## src/rtl/tlb_ctrl_defines.svh

```systemverilog
// constants for the translation-buffer control register group
// assumes coprocessor 0 decode by register number and select
//
// How it works
// set ignore_bit_mask bits drop their address bits from the compare
// page sizes 4 KB to 16 MB: mask grows two bits at a time from 13
// software loads only the listed mask patterns; others are undefined
// reserved bits read zero and software writes them as zero
// random writes never target entries below locked_entry_boundary
// indexed writes may overwrite any entry, locked ones included
// reset exception clears locked_entry_boundary to zero
// boundary writes reload the replacement pointer to the top entry
// software never writes a boundary at or above the entry count
// address-error and translation faults load faulting_virtual_address
// cache and bus errors leave faulting_virtual_address unchanged
// interval_counter steps once every two clocks, free of the pipeline
// software may write any counter value; counting resumes from it
// in debug mode the counter runs only with count_in_debug_enable
// translation faults put address bits 31:13 in virtual_page_pair_number
// after an address error the page pair number is left unspecified
// address_space_id is compared against each non-global entry's identifier on lookup
// an entry read loads its page pair number and identifier into the key
// software sets up the match key before a translation-buffer write
// writes take mask from page_size_mask; reads return it there
// with fixed_mapping_unit the mask, boundary and key read zero
`ifndef TLB_CTRL_DEFINES_SVH
`define TLB_CTRL_DEFINES_SVH

// ----------------------------------------------------------------
// register numbers, all at select 0
// ----------------------------------------------------------------
`define REG_PAGE_SIZE_MASK 5'h05
`define REG_LOCKED_BOUNDARY 5'h06
`define REG_FAULT_VADDR 5'h08
`define REG_INTERVAL_COUNTER 5'h09
`define REG_MATCH_KEY 5'h0a
`define REG_SELECT 3'h0

// ----------------------------------------------------------------
// field positions
// ----------------------------------------------------------------
`define MASK_MSB 24
`define MASK_LSB 13
`define VIRTUAL_PAGE_PAIR_NUMBER_MSB 31
`define VIRTUAL_PAGE_PAIR_NUMBER_LSB 13
`define ADDRESS_SPACE_ID_MSB 7
`define BOUND_MSB 3

// ----------------------------------------------------------------
// sizes, reset values and timing
// ----------------------------------------------------------------
`define ENTRY_COUNT 16
`define ENTRY_TOP 4'hf
`define BOUND_RESET 4'h0
`define MASK_RESET 12'h000
`define COUNT_RESET 32'h0000_0000
`define COUNT_PERIOD 2

`endif

```

## src/rtl/tlb_ctrl_pkg.sv

```systemverilog
// types shared by the translation-buffer control register group
// assumes the constants header is compiled alongside
package tlb_ctrl_pkg;

  typedef struct packed {
    logic [4:0] regnum;
    logic [2:0] sel;
  } cp0_addr_t;

  typedef enum logic [2:0] {
    EXC_LOAD_ADDR = 3'h0,
    EXC_STORE_ADDR = 3'h1,
    EXC_REFILL = 3'h2,
    EXC_INVALID = 3'h3,
    EXC_MODIFIED = 3'h4,
    EXC_CACHE_ERR = 3'h5,
    EXC_BUS_ERR = 3'h6,
    EXC_OTHER = 3'h7
  } exc_kind_t;

  typedef struct packed {
    logic [18:0] virtual_page_pair_number;
    logic [7:0] address_space_id;
  } match_key_t;

  typedef struct packed {
    logic [18:0] virtual_page_pair_number;
    logic [11:0] mask;
    logic [7:0] address_space_id;
  } tlb_entry_t;

endpackage

```

## src/rtl/replacement_pointer.sv

```systemverilog
// replacement pointer for random entry writes
// assumes the boundary input comes from a register on the same clock
`timescale 1ns/1ps
`include "tlb_ctrl_defines.svh"

module replacement_pointer (
  // clock and reset
  input wire logic mclk_i,
  input wire logic rst_n_i,
  // control
  input wire logic reload_i,
  input wire logic [3:0] bound_i,
  // pointer
  output logic [3:0] ptr_o
);

  logic [3:0] ptr_q;
  logic [3:0] ptr_d;

  // ----------------------------------------------------------------
  // count down, wrap to the top at the boundary
  // ----------------------------------------------------------------
  always_comb begin
    if (reload_i) begin
      ptr_d = `ENTRY_TOP;
    end else if (ptr_q <= bound_i) begin
      ptr_d = `ENTRY_TOP;
    end else begin
      ptr_d = ptr_q - 4'h1;
    end
  end

  always_ff @(posedge mclk_i or negedge rst_n_i) begin
    if (!rst_n_i) begin
      ptr_q <= `ENTRY_TOP;
    end else begin
      ptr_q <= ptr_d;
    end
  end

  assign ptr_o = ptr_q;

endmodule

```

## src/rtl/tlb_ctrl_regs.sv

```systemverilog
// translation-buffer control registers of coprocessor 0
// assumes all inputs are on mclk_i; the entry array sits outside
`timescale 1ns/1ps
`include "tlb_ctrl_defines.svh"

module tlb_ctrl_regs #(
  parameter bit FIXED_MAP_UNIT = 1'b0
) (
  // clock and reset
  input wire logic mclk_i,
  input wire logic rst_n_i,
  input wire logic reset_exc_i,
  // coprocessor 0 access
  input wire logic cp0_wr_i,
  input wire logic cp0_rd_i,
  input wire tlb_ctrl_pkg::cp0_addr_t cp0_addr_i,
  input wire logic [31:0] cp0_wdata_i,
  output logic [31:0] cp0_rdata_o,
  // exceptions
  input wire logic exc_valid_i,
  input wire tlb_ctrl_pkg::exc_kind_t exc_kind_i,
  input wire logic [31:0] exc_vaddr_i,
  // debug
  input wire logic debug_mode_i,
  input wire logic count_in_debug_enable_i,
  // entry array read and write
  input wire logic tlb_read_i,
  input wire tlb_ctrl_pkg::tlb_entry_t tlb_read_entry_i,
  input wire logic indexed_entry_write_instr_i,
  input wire logic random_entry_write_instr_i,
  input wire logic [3:0] write_index_i,
  output logic tlb_wr_valid_o,
  output logic [3:0] tlb_wr_index_o,
  output tlb_ctrl_pkg::tlb_entry_t tlb_wr_entry_o,
  // lookup
  input wire logic [31:0] probe_vaddr_i,
  input wire tlb_ctrl_pkg::tlb_entry_t probe_entry_i,
  input wire logic probe_global_i,
  output logic probe_hit_o,
  output tlb_ctrl_pkg::match_key_t match_key_o,
  output logic [3:0] replace_index_o
);

  import tlb_ctrl_pkg::*;

  localparam bit TLB_ON = !FIXED_MAP_UNIT;

  // ----------------------------------------------------------------
  // decode
  // ----------------------------------------------------------------
  logic sel_ok;
  logic wr_mask;
  logic wr_bound;
  logic wr_count;
  logic wr_key;
  logic tlb_exc;
  logic addr_exc;

  assign sel_ok = (cp0_addr_i.sel == `REG_SELECT);
  // fixed mapping turns the translation registers into reserved ones
  assign wr_mask = cp0_wr_i && sel_ok && TLB_ON &&
                   (cp0_addr_i.regnum == `REG_PAGE_SIZE_MASK);
  assign wr_bound = cp0_wr_i && sel_ok && TLB_ON &&
                    (cp0_addr_i.regnum == `REG_LOCKED_BOUNDARY);
  assign wr_key = cp0_wr_i && sel_ok && TLB_ON &&
                  (cp0_addr_i.regnum == `REG_MATCH_KEY);
  assign wr_count = cp0_wr_i && sel_ok &&
                    (cp0_addr_i.regnum == `REG_INTERVAL_COUNTER);
  assign tlb_exc = exc_valid_i && (exc_kind_i == EXC_REFILL ||
                   exc_kind_i == EXC_INVALID || exc_kind_i == EXC_MODIFIED);
  assign addr_exc = exc_valid_i && (exc_kind_i == EXC_LOAD_ADDR ||
                    exc_kind_i == EXC_STORE_ADDR);

  // ----------------------------------------------------------------
  // page size mask and locked boundary
  // ----------------------------------------------------------------
  logic [11:0] mask_q;
  logic [11:0] mask_d;
  logic [3:0] bound_q;
  logic [3:0] bound_d;

  always_comb begin
    mask_d = mask_q;
    bound_d = bound_q;
    // only the listed patterns are meaningful; the rest is stored as is
    if (wr_mask) begin
      mask_d = cp0_wdata_i[`MASK_MSB:`MASK_LSB];
    end
    if (tlb_read_i && TLB_ON) begin
      mask_d = tlb_read_entry_i.mask;
    end
    if (wr_bound) begin
      bound_d = cp0_wdata_i[`BOUND_MSB:0];
    end
    if (reset_exc_i) begin
      bound_d = `BOUND_RESET;
    end
  end

  always_ff @(posedge mclk_i or negedge rst_n_i) begin
    if (!rst_n_i) begin
      mask_q <= `MASK_RESET;
      bound_q <= `BOUND_RESET;
    end else begin
      mask_q <= mask_d;
      bound_q <= bound_d;
    end
  end

  replacement_pointer u_replace (
    .mclk_i(mclk_i),
    .rst_n_i(rst_n_i),
    .reload_i(wr_bound || reset_exc_i),
    .bound_i(bound_q),
    .ptr_o(replace_index_o)
  );

  // ----------------------------------------------------------------
  // faulting address and match key
  // ----------------------------------------------------------------
  logic [31:0] fva_q;
  logic [31:0] fva_d;
  match_key_t key_q;
  match_key_t key_d;

  always_comb begin
    fva_d = fva_q;
    key_d = key_q;
    // cache and bus errors fall through and keep the old address
    if (tlb_exc || addr_exc) begin
      fva_d = exc_vaddr_i;
    end
    if (wr_key) begin
      key_d.virtual_page_pair_number = cp0_wdata_i[`VIRTUAL_PAGE_PAIR_NUMBER_MSB:`VIRTUAL_PAGE_PAIR_NUMBER_LSB];
      key_d.address_space_id = cp0_wdata_i[`ADDRESS_SPACE_ID_MSB:0];
    end
    // hardware updates win over a software write in the same cycle;
    // an address error simply leaves the page pair number alone
    if (tlb_read_i && TLB_ON) begin
      key_d.virtual_page_pair_number = tlb_read_entry_i.virtual_page_pair_number;
      key_d.address_space_id = tlb_read_entry_i.address_space_id;
    end
    if (tlb_exc && TLB_ON) begin
      key_d.virtual_page_pair_number = exc_vaddr_i[`VIRTUAL_PAGE_PAIR_NUMBER_MSB:`VIRTUAL_PAGE_PAIR_NUMBER_LSB];
    end
  end

  always_ff @(posedge mclk_i or negedge rst_n_i) begin
    if (!rst_n_i) begin
      fva_q <= 32'h0000_0000;
      key_q <= '0;
    end else begin
      fva_q <= fva_d;
      key_q <= key_d;
    end
  end

  assign match_key_o = key_q;

  // ----------------------------------------------------------------
  // interval counter
  // ----------------------------------------------------------------
  logic phase_q;
  logic phase_d;
  logic [31:0] count_q;
  logic [31:0] count_d;
  logic count_run;

  assign count_run = !debug_mode_i || count_in_debug_enable_i;

  always_comb begin
    phase_d = !phase_q;
    count_d = count_q;
    if (wr_count) begin
      count_d = cp0_wdata_i;
      phase_d = 1'b0;
    end else if (phase_q && count_run) begin
      count_d = count_q + 32'h0000_0001;
    end
  end

  always_ff @(posedge mclk_i or negedge rst_n_i) begin
    if (!rst_n_i) begin
      phase_q <= 1'b0;
      count_q <= `COUNT_RESET;
    end else begin
      phase_q <= phase_d;
      count_q <= count_d;
    end
  end

  // ----------------------------------------------------------------
  // entry write request and lookup compare
  // ----------------------------------------------------------------
  logic wr_valid_q;
  logic wr_valid_d;
  logic [3:0] wr_index_q;
  logic [3:0] wr_index_d;
  tlb_entry_t wr_entry_q;
  tlb_entry_t wr_entry_d;
  logic hit_q;
  logic hit_d;
  logic [11:0] bit_ok;

  always_comb begin
    wr_valid_d = TLB_ON &&
                 (indexed_entry_write_instr_i || random_entry_write_instr_i);
    wr_index_d = wr_index_q;
    wr_entry_d = wr_entry_q;
    if (wr_valid_d) begin
      wr_entry_d = '{virtual_page_pair_number: key_q.virtual_page_pair_number, mask: mask_q,
                     address_space_id: key_q.address_space_id};
      // indexed writes reach any entry, locked ones too
      wr_index_d = indexed_entry_write_instr_i ?
                   write_index_i : replace_index_o;
    end
  end

  // masked bits of the page pair number never take part in the compare
  for (genvar i = 0; i < 12; i++) begin : g_mask
    assign bit_ok[i] = probe_entry_i.mask[i] ||
      (probe_vaddr_i[`VIRTUAL_PAGE_PAIR_NUMBER_LSB + i] == probe_entry_i.virtual_page_pair_number[i]);
  end

  always_comb begin
    hit_d = TLB_ON && (&bit_ok) &&
            (probe_vaddr_i[`VIRTUAL_PAGE_PAIR_NUMBER_MSB:`MASK_MSB + 1] ==
             probe_entry_i.virtual_page_pair_number[18:12]) &&
            (probe_global_i || probe_entry_i.address_space_id == key_q.address_space_id);
  end

  always_ff @(posedge mclk_i or negedge rst_n_i) begin
    if (!rst_n_i) begin
      wr_valid_q <= 1'b0;
      wr_index_q <= 4'h0;
      wr_entry_q <= '0;
      hit_q <= 1'b0;
    end else begin
      wr_valid_q <= wr_valid_d;
      wr_index_q <= wr_index_d;
      wr_entry_q <= wr_entry_d;
      hit_q <= hit_d;
    end
  end

  assign tlb_wr_valid_o = wr_valid_q;
  assign tlb_wr_index_o = wr_index_q;
  assign tlb_wr_entry_o = wr_entry_q;
  assign probe_hit_o = hit_q;

  // ----------------------------------------------------------------
  // read mux
  // ----------------------------------------------------------------
  logic [31:0] rdata_q;
  logic [31:0] rdata_d;

  always_comb begin
    rdata_d = rdata_q;
    if (cp0_rd_i) begin
      rdata_d = 32'h0000_0000;
      // reserved bits and unmapped numbers answer zero
      if (sel_ok) begin
        unique case (cp0_addr_i.regnum)
          `REG_PAGE_SIZE_MASK: begin
            if (TLB_ON) begin
              rdata_d[`MASK_MSB:`MASK_LSB] = mask_q;
            end
          end
          `REG_LOCKED_BOUNDARY: begin
            if (TLB_ON) begin
              rdata_d[`BOUND_MSB:0] = bound_q;
            end
          end
          `REG_FAULT_VADDR: begin
            rdata_d = fva_q;
          end
          `REG_INTERVAL_COUNTER: begin
            rdata_d = count_q;
          end
          `REG_MATCH_KEY: begin
            if (TLB_ON) begin
              rdata_d = {key_q.virtual_page_pair_number, 5'h00, key_q.address_space_id};
            end
          end
          default: begin
            rdata_d = 32'h0000_0000;
          end
        endcase
      end
    end
  end

  always_ff @(posedge mclk_i or negedge rst_n_i) begin
    if (!rst_n_i) begin
      rdata_q <= 32'h0000_0000;
    end else begin
      rdata_q <= rdata_d;
    end
  end

  assign cp0_rdata_o = rdata_q;

  logic wr_mask_rd;
  assign wr_mask_rd = sel_ok && cp0_addr_i.regnum == `REG_PAGE_SIZE_MASK;
endmodule

```

## config.mk

```make
export PLATFORM = sky130hd
export DESIGN_NAME = tlb_ctrl_regs
export DESIGN_NICKNAME = d
export VERILOG_FILES = /design/src/rtl/tlb_ctrl_pkg.sv /design/src/rtl/replacement_pointer.sv /design/src/rtl/tlb_ctrl_regs.sv
export VERILOG_INCLUDE_DIRS = /design/src /design/src/rtl
export SDC_FILE = /design/constraint.sdc
export NUM_CORES = 1
export LEC_CHECK = 0
export BUFFER_PORTS_ARGS = -buffer_cell sky130_fd_sc_hd__clkbuf_2
export CAP_MARGIN = 20
export CORE_MARGIN = 1.5
export CORE_UTILIZATION = 46
export CTS_CLUSTER_SIZE = 24
export DETAILED_ROUTE_END_ITERATION = 8
export HOLD_SLACK_MARGIN = 0.08
export PLACE_DENSITY_LB_ADDON = 0.1
export SLEW_MARGIN = 25
export SYNTH_ARGS = -nofsm -noshare
export SYNTH_HDL_FRONTEND = slang
export SYNTH_SLANG_ARGS = --single-unit
export TNS_END_PERCENT = 5
```

## constraint.sdc

```tcl
create_clock -name mclk_i -period 1.5 [get_ports mclk_i]
set_clock_uncertainty 0.05 [all_clocks]
set_input_delay 0.15 -clock mclk_i [delete_from_list [all_inputs] [get_ports mclk_i]]
set_output_delay 0.15 -clock mclk_i [all_outputs]
set_load 0.01 [all_outputs]
```

==> Yosys cells after proc, flatten, opt, wreduce, memory -nomap -nowiden <==
Index checks and enable logic that the tools add are counted.
{ "word_totals": {"reg_bits": 189, "latchBits": 0, "ram_bits": 0, "mem_bits_ro": 0, "input_bits": 201, "elab_cells": 99, "mem_count": 0} }
{ "classes": {"add_sub_neg": 2, "multipliers": 0, "n_div": 0, "order_cmp": 1, "n_eq_ne": 23, "n_shift": 0, "muxes": 18, "bitwise": 0, "reduce_logical": 40} }
{ "ops": {"columns": ["operator", "count"], "rows": [
  ["32-bit 2-to-1 mux", 3],
  ["27-bit 2-to-1 mux", 2],
  ["12-bit one-hot mux with 4 select lines", 1],
  ["32-bit by 1-bit adder with 32-bit output, second input constant", 1],
  ["9-bit one-hot mux with 3 select lines", 1],
  ["12-bit 2-to-1 mux", 2],
  ["7-bit one-hot mux with 3 select lines", 1],
  ["1-bit logical OR", 20],
  ["4-bit 2-to-1 mux", 5],
  ["19-bit 2-to-1 mux", 1],
  ["4-bit one-hot mux with 4 select lines", 1],
  ["5-bit by 4-bit == test with 1-bit output, second input constant", 3],
  ["1-bit == test", 12],
  ["12-bit AND reduction", 1],
  ["5-bit by 3-bit == test with 1-bit output, second input constant", 2],
  ["1-bit logical AND", 10],
  ["8-bit == test", 1],
  ["2-bit nonzero test", 4],
  ["7-bit == test", 1],
  ["3-bit by 2-bit == test with 1-bit output, second input constant", 2],
  ["3-bit logical NOT", 2],
  ["4-bit <= comparator", 1],
  ["4-bit by 1-bit subtractor with 4-bit output, second input constant", 1],
  ["3-bit by 1-bit == test with 1-bit output, second input constant", 1],
  ["other kinds (4)", 5]
]} }

==> Longest topological paths before layout <==
Gate-level depths: netlist of the first run.
{ "depth": {"word_depth": 6, "mapped_depth": 9} }

==> Modules after synthesis <==
Synthesis of the first run repeated with hierarchy kept, for this count alone.
{ "unflattened": {"cells_unflattened": 885, "area_unflattened_um2": 9277.6} }
{ "modules_own_cells": {"columns": ["module", "n_inst", "cells_each", "area_per_inst_um2", "seq_area_each_um2"], "rows": [
  ["tlb_ctrl_regs", 1, 860, 8991.1, 4629.4],
  ["replacement_pointer", 1, 25, 286.5, 105.1]
]} }

==> Worst setup path before layout of the first run <==
OpenSTA, ideal clock, no wires.
{ "synth_path": {"path_type": "register -> register", "from": "reg u_replace.ptr_q[1] (netlist: u_replace.ptr_o[1])", "to": "reg u_replace.ptr_q[0] (netlist: u_replace.ptr_o[0])", "setup_time_ns": 0.061, "arrival_ns": 1.531, "path_slack_ns": -0.142, "stages_incl_launch_ff": 7, "path_buffers": 0, "cell_sequence": "dfstp_2 -> ha_1 -> nor2b_1 -> o21a_1 -> o21a_1 -> o211a_1 -> nand2_1"} }
{ "synth_via": {"elab_chain_cells": 3} }
{ "synth_rtl": {"columns": ["item", "line", "rtl"], "rows": [
  ["from (decl)", "replacement_pointer.sv:17", "logic [3:0] ptr_q;"],
  ["from (signal assigned)", "replacement_pointer.sv:35", "ptr_q <= `ENTRY_TOP;"],
  ["from (signal assigned)", "replacement_pointer.sv:37", "ptr_q <= ptr_d;"],
  ["4-bit <= comparator", "replacement_pointer.sv:26", "end else if (ptr_q <= bound_i) begin"],
  ["4-bit 2-to-1 mux", "replacement_pointer.sv:26", null],
  ["4-bit 2-to-1 mux", "replacement_pointer.sv:24", "if (reload_i) begin"],
  ["via u_replace.ptr_d[0]", "replacement_pointer.sv:18", "logic [3:0] ptr_d;"]
]} }
The timed path passes the listed nets, and every way through them passes these cells.
A chain may end at the register's enable or synchronous reset.

==> Final worst setup path of the first run <==
{ "layout_path": {"from": "reg u_replace.ptr_q[1] (netlist: u_replace.ptr_o[1])", "to": "reg u_replace.ptr_q[1] (netlist: u_replace.ptr_o[1])"} }
{ "layout_via": {"elab_chain_cells": 3, "elab_cells_between_ends": 4} }
{ "layout_rtl": {"columns": ["item", "line"], "rows": [
  ["4-bit by 1-bit subtractor with 4-bit output or 4-bit <= comparator (tied branches)", "replacement_pointer.sv:29, replacement_pointer.sv:26"],
  ["4-bit 2-to-1 mux *", "replacement_pointer.sv:26"],
  ["4-bit 2-to-1 mux *", "replacement_pointer.sv:24"],
  ["via u_replace.ptr_d[1]", "replacement_pointer.sv:18"]
]} }
Mark *: on every way through the listed nets, which the timed path passes. The rest lies on a longest branch.

==> qor.txt, run 1 <==
status: complete, but fails checks
failing checks: setup timing
DR WL/cell: 18.35 µm
Worst EP required: 1.83 ns
asr flop ratio synth: 1.000
Clock H-tree levels: 4
crit path kind: reg -> reg
Synth Flop Type: dfrtp_1
vias in the first global route: 8,902
clk root buf: clkbuf_16
Synth Area in Adders: 0.008013
setup ws final: -0.1241 ns
Post-synth top cells: dfrtp_1, nand2_1, a21oi_1
Fin. Hold Viols: 0
Worst-Skew Late Latency: 0.44 ns
worst setup path end: u_replace.ptr_o[1]
fin area: 14,020 µm²
initial antenna violation count: 1
unrepaired setup endpoints after global routing: yes
Worst R2R Path Depth: 6
Post-DP HPWL: 21,610 µm
register area share after synthesis: 0.5053
Ports: 309
clk buf depth: 2
CP most frequent cell: o21a_1
Data arrival, critical path: 1.96 ns
crit path from: u_replace.ptr_o[1]
GRT Overall Usage: 0.2934
xor/xnor share of the synthesized area: 0.05515
Period Utilization, post-route: 1.083
Syn Std Cell Area: 9369 µm²
core area: 20,100 µm²
Max Cap Violations: 0
HP Class: in -> reg
CTS tree: yes
# clock sinks: 189
Syn Inst Count: 883
gpl congestion: 0.8747
Rel. slew slack: 0.6355
min Tclk post-route: 1.624 ns
placed insts: 1,502
Final setup viols: 25
crit start category: register
synthesized area per cell: 10.61 µm²
Critical R2R Capture: u_replace.ptr_o[1]
Synth top area share: 0.4941
R2R Path Start: u_replace.ptr_o[1]
antenna-violating nets left: 0
DR vias/cell: 5.331
simple-gate share of the synthesized area: 0.1269
pin count of the biggest net entering global routing: 41
main combinational cell family by area after synthesis: compound AO/OA/AOI/OAI gates
r2r setup slk: -0.12 ns
EDFF count, synth: 0
Final nets: 1,583
Post-Place Cell Area: 11,950 µm²
Synth area leaders: dfrtp_1, mux2_2, mux2i_1
count leader, synth: dfrtp_1
clock-pin slew on the worst setup and hold paths: 0.08 ns
Detailed Route WL: 30,450 µm
CP Max Fanout: 4
leakage: 0.006842 µW
final std cells w/o fill: 1,660
first-pass GRT wire length: 48,560 µm
Die Height: 145.7 µm
Max rail drop VDD: 803.8 µV
Buffers on Ports: 295
cts bufs inserted: 17
area leader, netlist: dfrtp_1
Slew Limit Fails: 0
worst path cell trace: ha_4 > nor2b_1 > o21a_1 > o21a_1 > o211a_1 > nand2_1
number of remaining DRC errors: 0
die area: 21,230 µm²
share of layout cells above drive strength 1: 0.4075
synth-to-layout area growth: 49.68%
synth warn: 0
die width: 145.7 µm
Setup Fix Bufs, Post-CTS: 0
Worst-Margin Slew: 0.5467 ns
via count: 8,849
TritonRoute pass-1 iters: 7
fmax: 615.7 MHz
overall overflow remaining after global route: 0
slowest cell on the critical path: dfstp_2
CP endpoint kind: register
critical path's largest stage delay: 0.55 ns
PD cells: 976.0 nW/µm²
initial DRC count: 485
final core utilization: 0.6975
Compound-Gate Fraction of Synth Area: 0.1390
Starting Density: 0.4660
proportion of synthesized area in mux cells: 0.1333
Cell variety after synth: 51
Yosys reg bits: 189
Rows: 52
syn_nets: 1,090
[cells in the final DEF (no fill, tap or decap), types with 5 or more instances in the layout]
master	Yosys	layout
nor3_2	1	9
nor4_4	0	8
xor2_1	17	17
a21o_1	15	15
a21oi_1	74	73
nand4_1	10	10
nand3_1	16	15
o2bb2ai_1	18	18
dfrtp_1	185	184
a222oi_1	14	14
buf_4	0	95
inv_1	12	12
inv_6	0	7
o21ai_2	14	15
nor4_1	17	5
clkbuf_16	0	17
nor2b_1	11	11
buf_12	0	11
nand2_1	95	94
xnor2_1	42	42
a22o_1	8	8
nor2_1	51	50
clkbuf_2	0	293
o22ai_1	6	6
mux2_2	70	70
o21ai_0	42	42
dlygate4sd3_1	0	125
mux2i_1	46	46
[kinds of logic (layout without fill, tap and decap cells)]
kind of cell / after synthesis / count (layout)
simple gates: 244 / 244
compound gates: 202 / 202
flops: 189 / 189
mux: 116 / 116
buf+inv: 67 / 573
xor+xnor: 59 / 59
fa+ha+maj: 6 / 6
other cells: 0 / 1
[layer usage]
metal  vias to the layer above  GRT usage  part of all wire
met5                         -          0                 0
met4                         0    0.09133             0.019
met3                        39    0.05078             0.060
met2                       345     0.5010              0.50
met1                      4294     0.3814              0.42
li1                       4171          -                 -
[cell type report]
cell class | count | area (µm²)
Multi-Input combinational cell | 627 | 4602
Sequential cell | 189 | 4736
Fill cell | 1514 | 6081
Timing Repair Buffer | 529 | 3710
Tap cell | 270 | 337.8
Antenna cell | 1 | 2.502
Clock buffer | 17 | 425.4
Inverter | 12 | 45.04
Clock inverter | 15 | 165.2
[stage by stage]
step	TNS (ns)	setup slack, ns	hold WS (ns)	total power (µW)
2_1_floorplan	-4.691	-0.1259	-0.1956	7432
4_1_cts	-1.384	-0.1257	0.08402	13680
3_3_place_gp	-7.363	-0.3427	0.06713	8827
5_1_grt	-3.960	-0.2152	0.1059	14330
3_5_place_dp	-9.586	-0.3337	0.06971	8875
6_report	-1.233	-0.1241	0.07847	13690
[how the worst min path moves through the flow]
| stage | cells after the start | start | slack [ns] | end |
|---|---|---|---|---|
| 2_1_floorplan | 0 | rst_n_i | -0.20 | bound_q[0] |
| 3_3_place_gp | 1 | rst_n_i | 0.07 | match_key_o[6] |
| 3_5_place_dp | 1 | rst_n_i | 0.07 | match_key_o[6] |
| 4_1_cts | 6 | probe_entry_i[34] | 0.08 | probe_hit_o |
| 5_1_grt | 6 | probe_entry_i[34] | 0.11 | probe_hit_o |
| 6_report | 6 | probe_entry_i[34] | 0.08 | probe_hit_o |
[registers in the layout, indices dropped and copies added, names as in the netlist]
name,cells
tlb_wr_index_o,4
tlb_wr_valid_o,1
probe_hit_o,1
tlb_wr_entry_o,39
fva_q,32
mask_q,12
u_replace.ptr_o,4
cp0_rdata_o,32
match_key_o,27
phase_q,1
count_q,32
bound_q,4
[power breakdown]
| part | total [µW] | leakage, µW | switching (µW) | internal, µW |
|---|---|---|---|---|
| logic | 3040 | 0.00419 | 1400 | 1630 |
| clock network | 4540 | 0.000285 | 2300 | 2240 |
| registers | 6110 | 0.00236 | 436 | 5680 |
| total | 13700 | 0.00684 | 4140 | 9550 |
[timing repair]
action | in CTS | in global routing
pin swaps | 4 | 8
gates resized for setup | 24 | 20
hold endpoints to repair | 297 | 0
hold buffers | 125 | 0
cloned | 0 | 0
endpoints found under the setup margin | 28 | 31
[worst max-delay path, delay by kind of cell, from the launching register on]
family	cells	cell delay, ns
and+or+nand+nor	2	0.20
DFF	1	0.55
adders and majority gates	1	0.19
AOI/OAI and AO/OA	3	0.57
No activity file was read; power rests on OpenSTA's default activity.
==> run 2, diff against run 1 <==
- REMOVE_ABC_BUFFERS: not set -> 1
==> qor.txt, run 2 (same netlist as run 1, synthesis figures left out) <==
overall overflow remaining after global route: 0 (unchanged)
Rows: 52 (unchanged)
commonest non-fill, non-tap cell in the layout: clkbuf_2 (unchanged)
synth-to-layout area growth: 50.20% (was 49.68%)
initial antenna violation count: 0 (was 1)
clk buf depth: 2 (unchanged)
GRT Overall Usage: 0.2978 (was 0.2934)
clk root buf: clkbuf_16 (unchanged)
Post-DP HPWL: 21,370 µm (was 21,610 µm)
leakage: 0.006885 µW (was 0.006842 µW)
Detailed Route WL: 30,970 µm (was 30,450 µm)
met2 Usage GRT: 0.5021 (was 0.5010)
Rel. slew slack: 0.6089 (was 0.6355)
pin count of the biggest net entering global routing: 46 (was 41)
crit start category: register (unchanged)
setup ws final: -0.1290 ns (was -0.1241 ns)
Hold Slack: 0.09391 ns (was 0.07847 ns)
status: complete, but fails checks (unchanged)
Worst-Skew Late Latency: 0.44 ns (about the same)
met3 global-route usage: 0.05078 (unchanged)
unrepaired setup endpoints after global routing: yes (unchanged)
Starting Density: 0.4660 (unchanged)
Clock H-tree levels: 4 (unchanged)
Fin. Hold Viols: 0 (unchanged)
Buffers on Ports: 295 (unchanged)
Slew Limit Fails: 0 (unchanged)
slowest cell on the critical path: dfstp_2 (unchanged)
TritonRoute pass-1 iters: 5 (was 7)
via count: 8,808 (was 8,849)
fin area: 14,070 µm² (was 14,020 µm²)
Max Cap Violations: 0 (unchanged)
antenna-violating nets left: 0 (unchanged)
CP endpoint kind: register (unchanged)
DR vias/cell: 5.335 (was 5.331)
initial DRC count: 409 (was 485)
# clock sinks: 189 (unchanged)
vias in the first global route: 9,187 (was 8,902)
die area: 21,230 µm² (unchanged)
Worst-Margin Slew: 0.5853 ns (was 0.5467 ns)
Die Height: 145.7 µm (unchanged)
Max rail drop VDD: 786.5 µV (was 803.8 µV)
max reg flops: 39 (unchanged)
HP Class: in -> reg (unchanged)
failing checks: setup timing (unchanged)
cts bufs inserted: 17 (unchanged)
GRT busiest layer: met2 (unchanged)
worst path cell trace: ha_4 > nor2b_1 > o21a_1 > o21a_1 > o211a_1 > nand2_1 (unchanged)
gpl congestion: 0.8787 (was 0.8747)
Post-Place Cell Area: 11,980 µm² (was 11,950 µm²)
DR WL/cell: 18.76 µm (was 18.35 µm)
CP Max Fanout: 4 (unchanged)
CP most frequent cell: o21a_1 (unchanged)
Diodes inserted: 0 (was 1)
die width: 145.7 µm (unchanged)
clock-pin slew on the worst setup and hold paths: 0.07 ns (was 0.08 ns)
placed insts: 1,505 (was 1,502)
commonest non-fill, non-tap cells in the layout: clkbuf_2, dfrtp_1, dlygate4sd3_1 (unchanged)
first-pass GRT wire length: 49,450 µm (was 48,560 µm)
share of layout cells above drive strength 1: 0.4164 (was 0.4075)
CTS tree: yes (unchanged)
Reg area: 4735 µm² (was 4736 µm²)
Data arrival, critical path: 1.96 ns (about the same)
min Tclk post-route: 1.629 ns (was 1.624 ns)
number of fillers in the final layout: 1,502 (was 1,514)
Final setup viols: 22 (was 25)
final std cells w/o fill: 1,651 (was 1,660)
core area: 20,100 µm² (unchanged)
crit path kind: reg -> reg (unchanged)
worst slack at placement: -0.5310 ns (was -0.3337 ns)
final core utilization: 0.7000 (was 0.6975)
Period Utilization, post-route: 1.086 (was 1.083)
met1 Track Usage GR: 0.3866 (was 0.3814)
PD cells: 969.1 nW/µm² (was 976.0 nW/µm²)
fmax: 613.9 MHz (was 615.7 MHz)
Worst EP required: 1.83 ns (about the same)
area of the multi-input gates: 4702 µm² (was 4602 µm²)
number of remaining DRC errors: 0 (unchanged)
critical path's largest stage delay: 0.56 ns (was 0.55 ns)
Ports: 309 (unchanged)
Final nets: 1,575 (was 1,583)
==> run 2: cell count changes in the layout (fill, tap and decap cells not counted), sizes merged <==
| cell | before | now |
|---|---|---|
| bufinv | 0 | 2 |
| clkbuf | 311 | 317 |
| clkinvlp | 1 | 2 |
| buf | 110 | 113 |
| dlygate4sd3 | 125 | 113 |
| diode | 1 | 0 |
| inv | 21 | 13 |
==> run 2: power by group <==
part / internal (µW) / switching (µW) / total, µW
clock: 2500 / 1980 / 4480
combinational: 1630 / 1450 / 3070
sequential: 5680 / 407 / 6080
==> run 2: final cells by class <==
type / instances / share of cell area
clock buffers: 22 / 0.03228
clock inverters: 10 / 0.008269
inverters: 12 / 0.003201
multi-input cells: 627 / 0.3341
flip-flops and latches: 189 / 0.3364
well taps: 270 / 0.02401
repair buffers: 521 / 0.2617
==> run 2: critical path, delay by kind of cell, from the launching register on <==
family                     cells  cell delay, ns
and+or+nand+nor                2            0.20
adders and majority gates      1            0.20
DFF                            1            0.56
AOI/OAI and AO/OA              3            0.57
==> run 2: what timing repair did <==
action / in CTS / in global routing
hold endpoints to repair: 301 / 0
gates resized for setup: 27 / 41
buffers inserted: 0 / 1
pin swaps: 5 / 28
cloned: 0 / 0
setup endpoints to repair: 31 / 43
hold buffers: 113 / 0
==> run 2: final timing paths <==
| check | endpoint | startpoint | slack [ns] | cells past startpoint |
|---|---|---|---|---|
| worst max register to register | u_replace.ptr_o[2] | u_replace.ptr_o[1] | -0.13 | 6 |
| worst max-delay path | u_replace.ptr_o[2] | u_replace.ptr_o[1] | -0.13 | 6 |
| worst min register to register | cp0_rdata_o[20] | cp0_rdata_o[20] | 0.43 | 1 |
| max in group asynchronous | match_key_o[17] | rst_n_i | 0.60 | 3 |
| min in group asynchronous | tlb_wr_index_o[2] | rst_n_i | 0.16 | 2 |
| worst min-delay path | match_key_o[25] | tlb_read_entry_i[37] | 0.09 | 5 |
==> run 2: layer usage <==
layer / up-vias / wire (µm) / part of all wire
li1: 4130 / - / -
met1: 4295 / 13240 / 0.43
met2: 321 / 15090 / 0.49
met3: 62 / 1771 / 0.057
met4: 0 / 862 / 0.028
met5: - / 0 / 0
==> run 2: metrics by stage <==
stage / TNS, ns / total power [µW]
floorplan: -82.50 / 7348
global placement: -30.23 / 8822
detailed placement: -30.97 / 8891
CTS: -2.114 / 13660
global route: -3.308 / 14290
finish: -1.435 / 13640
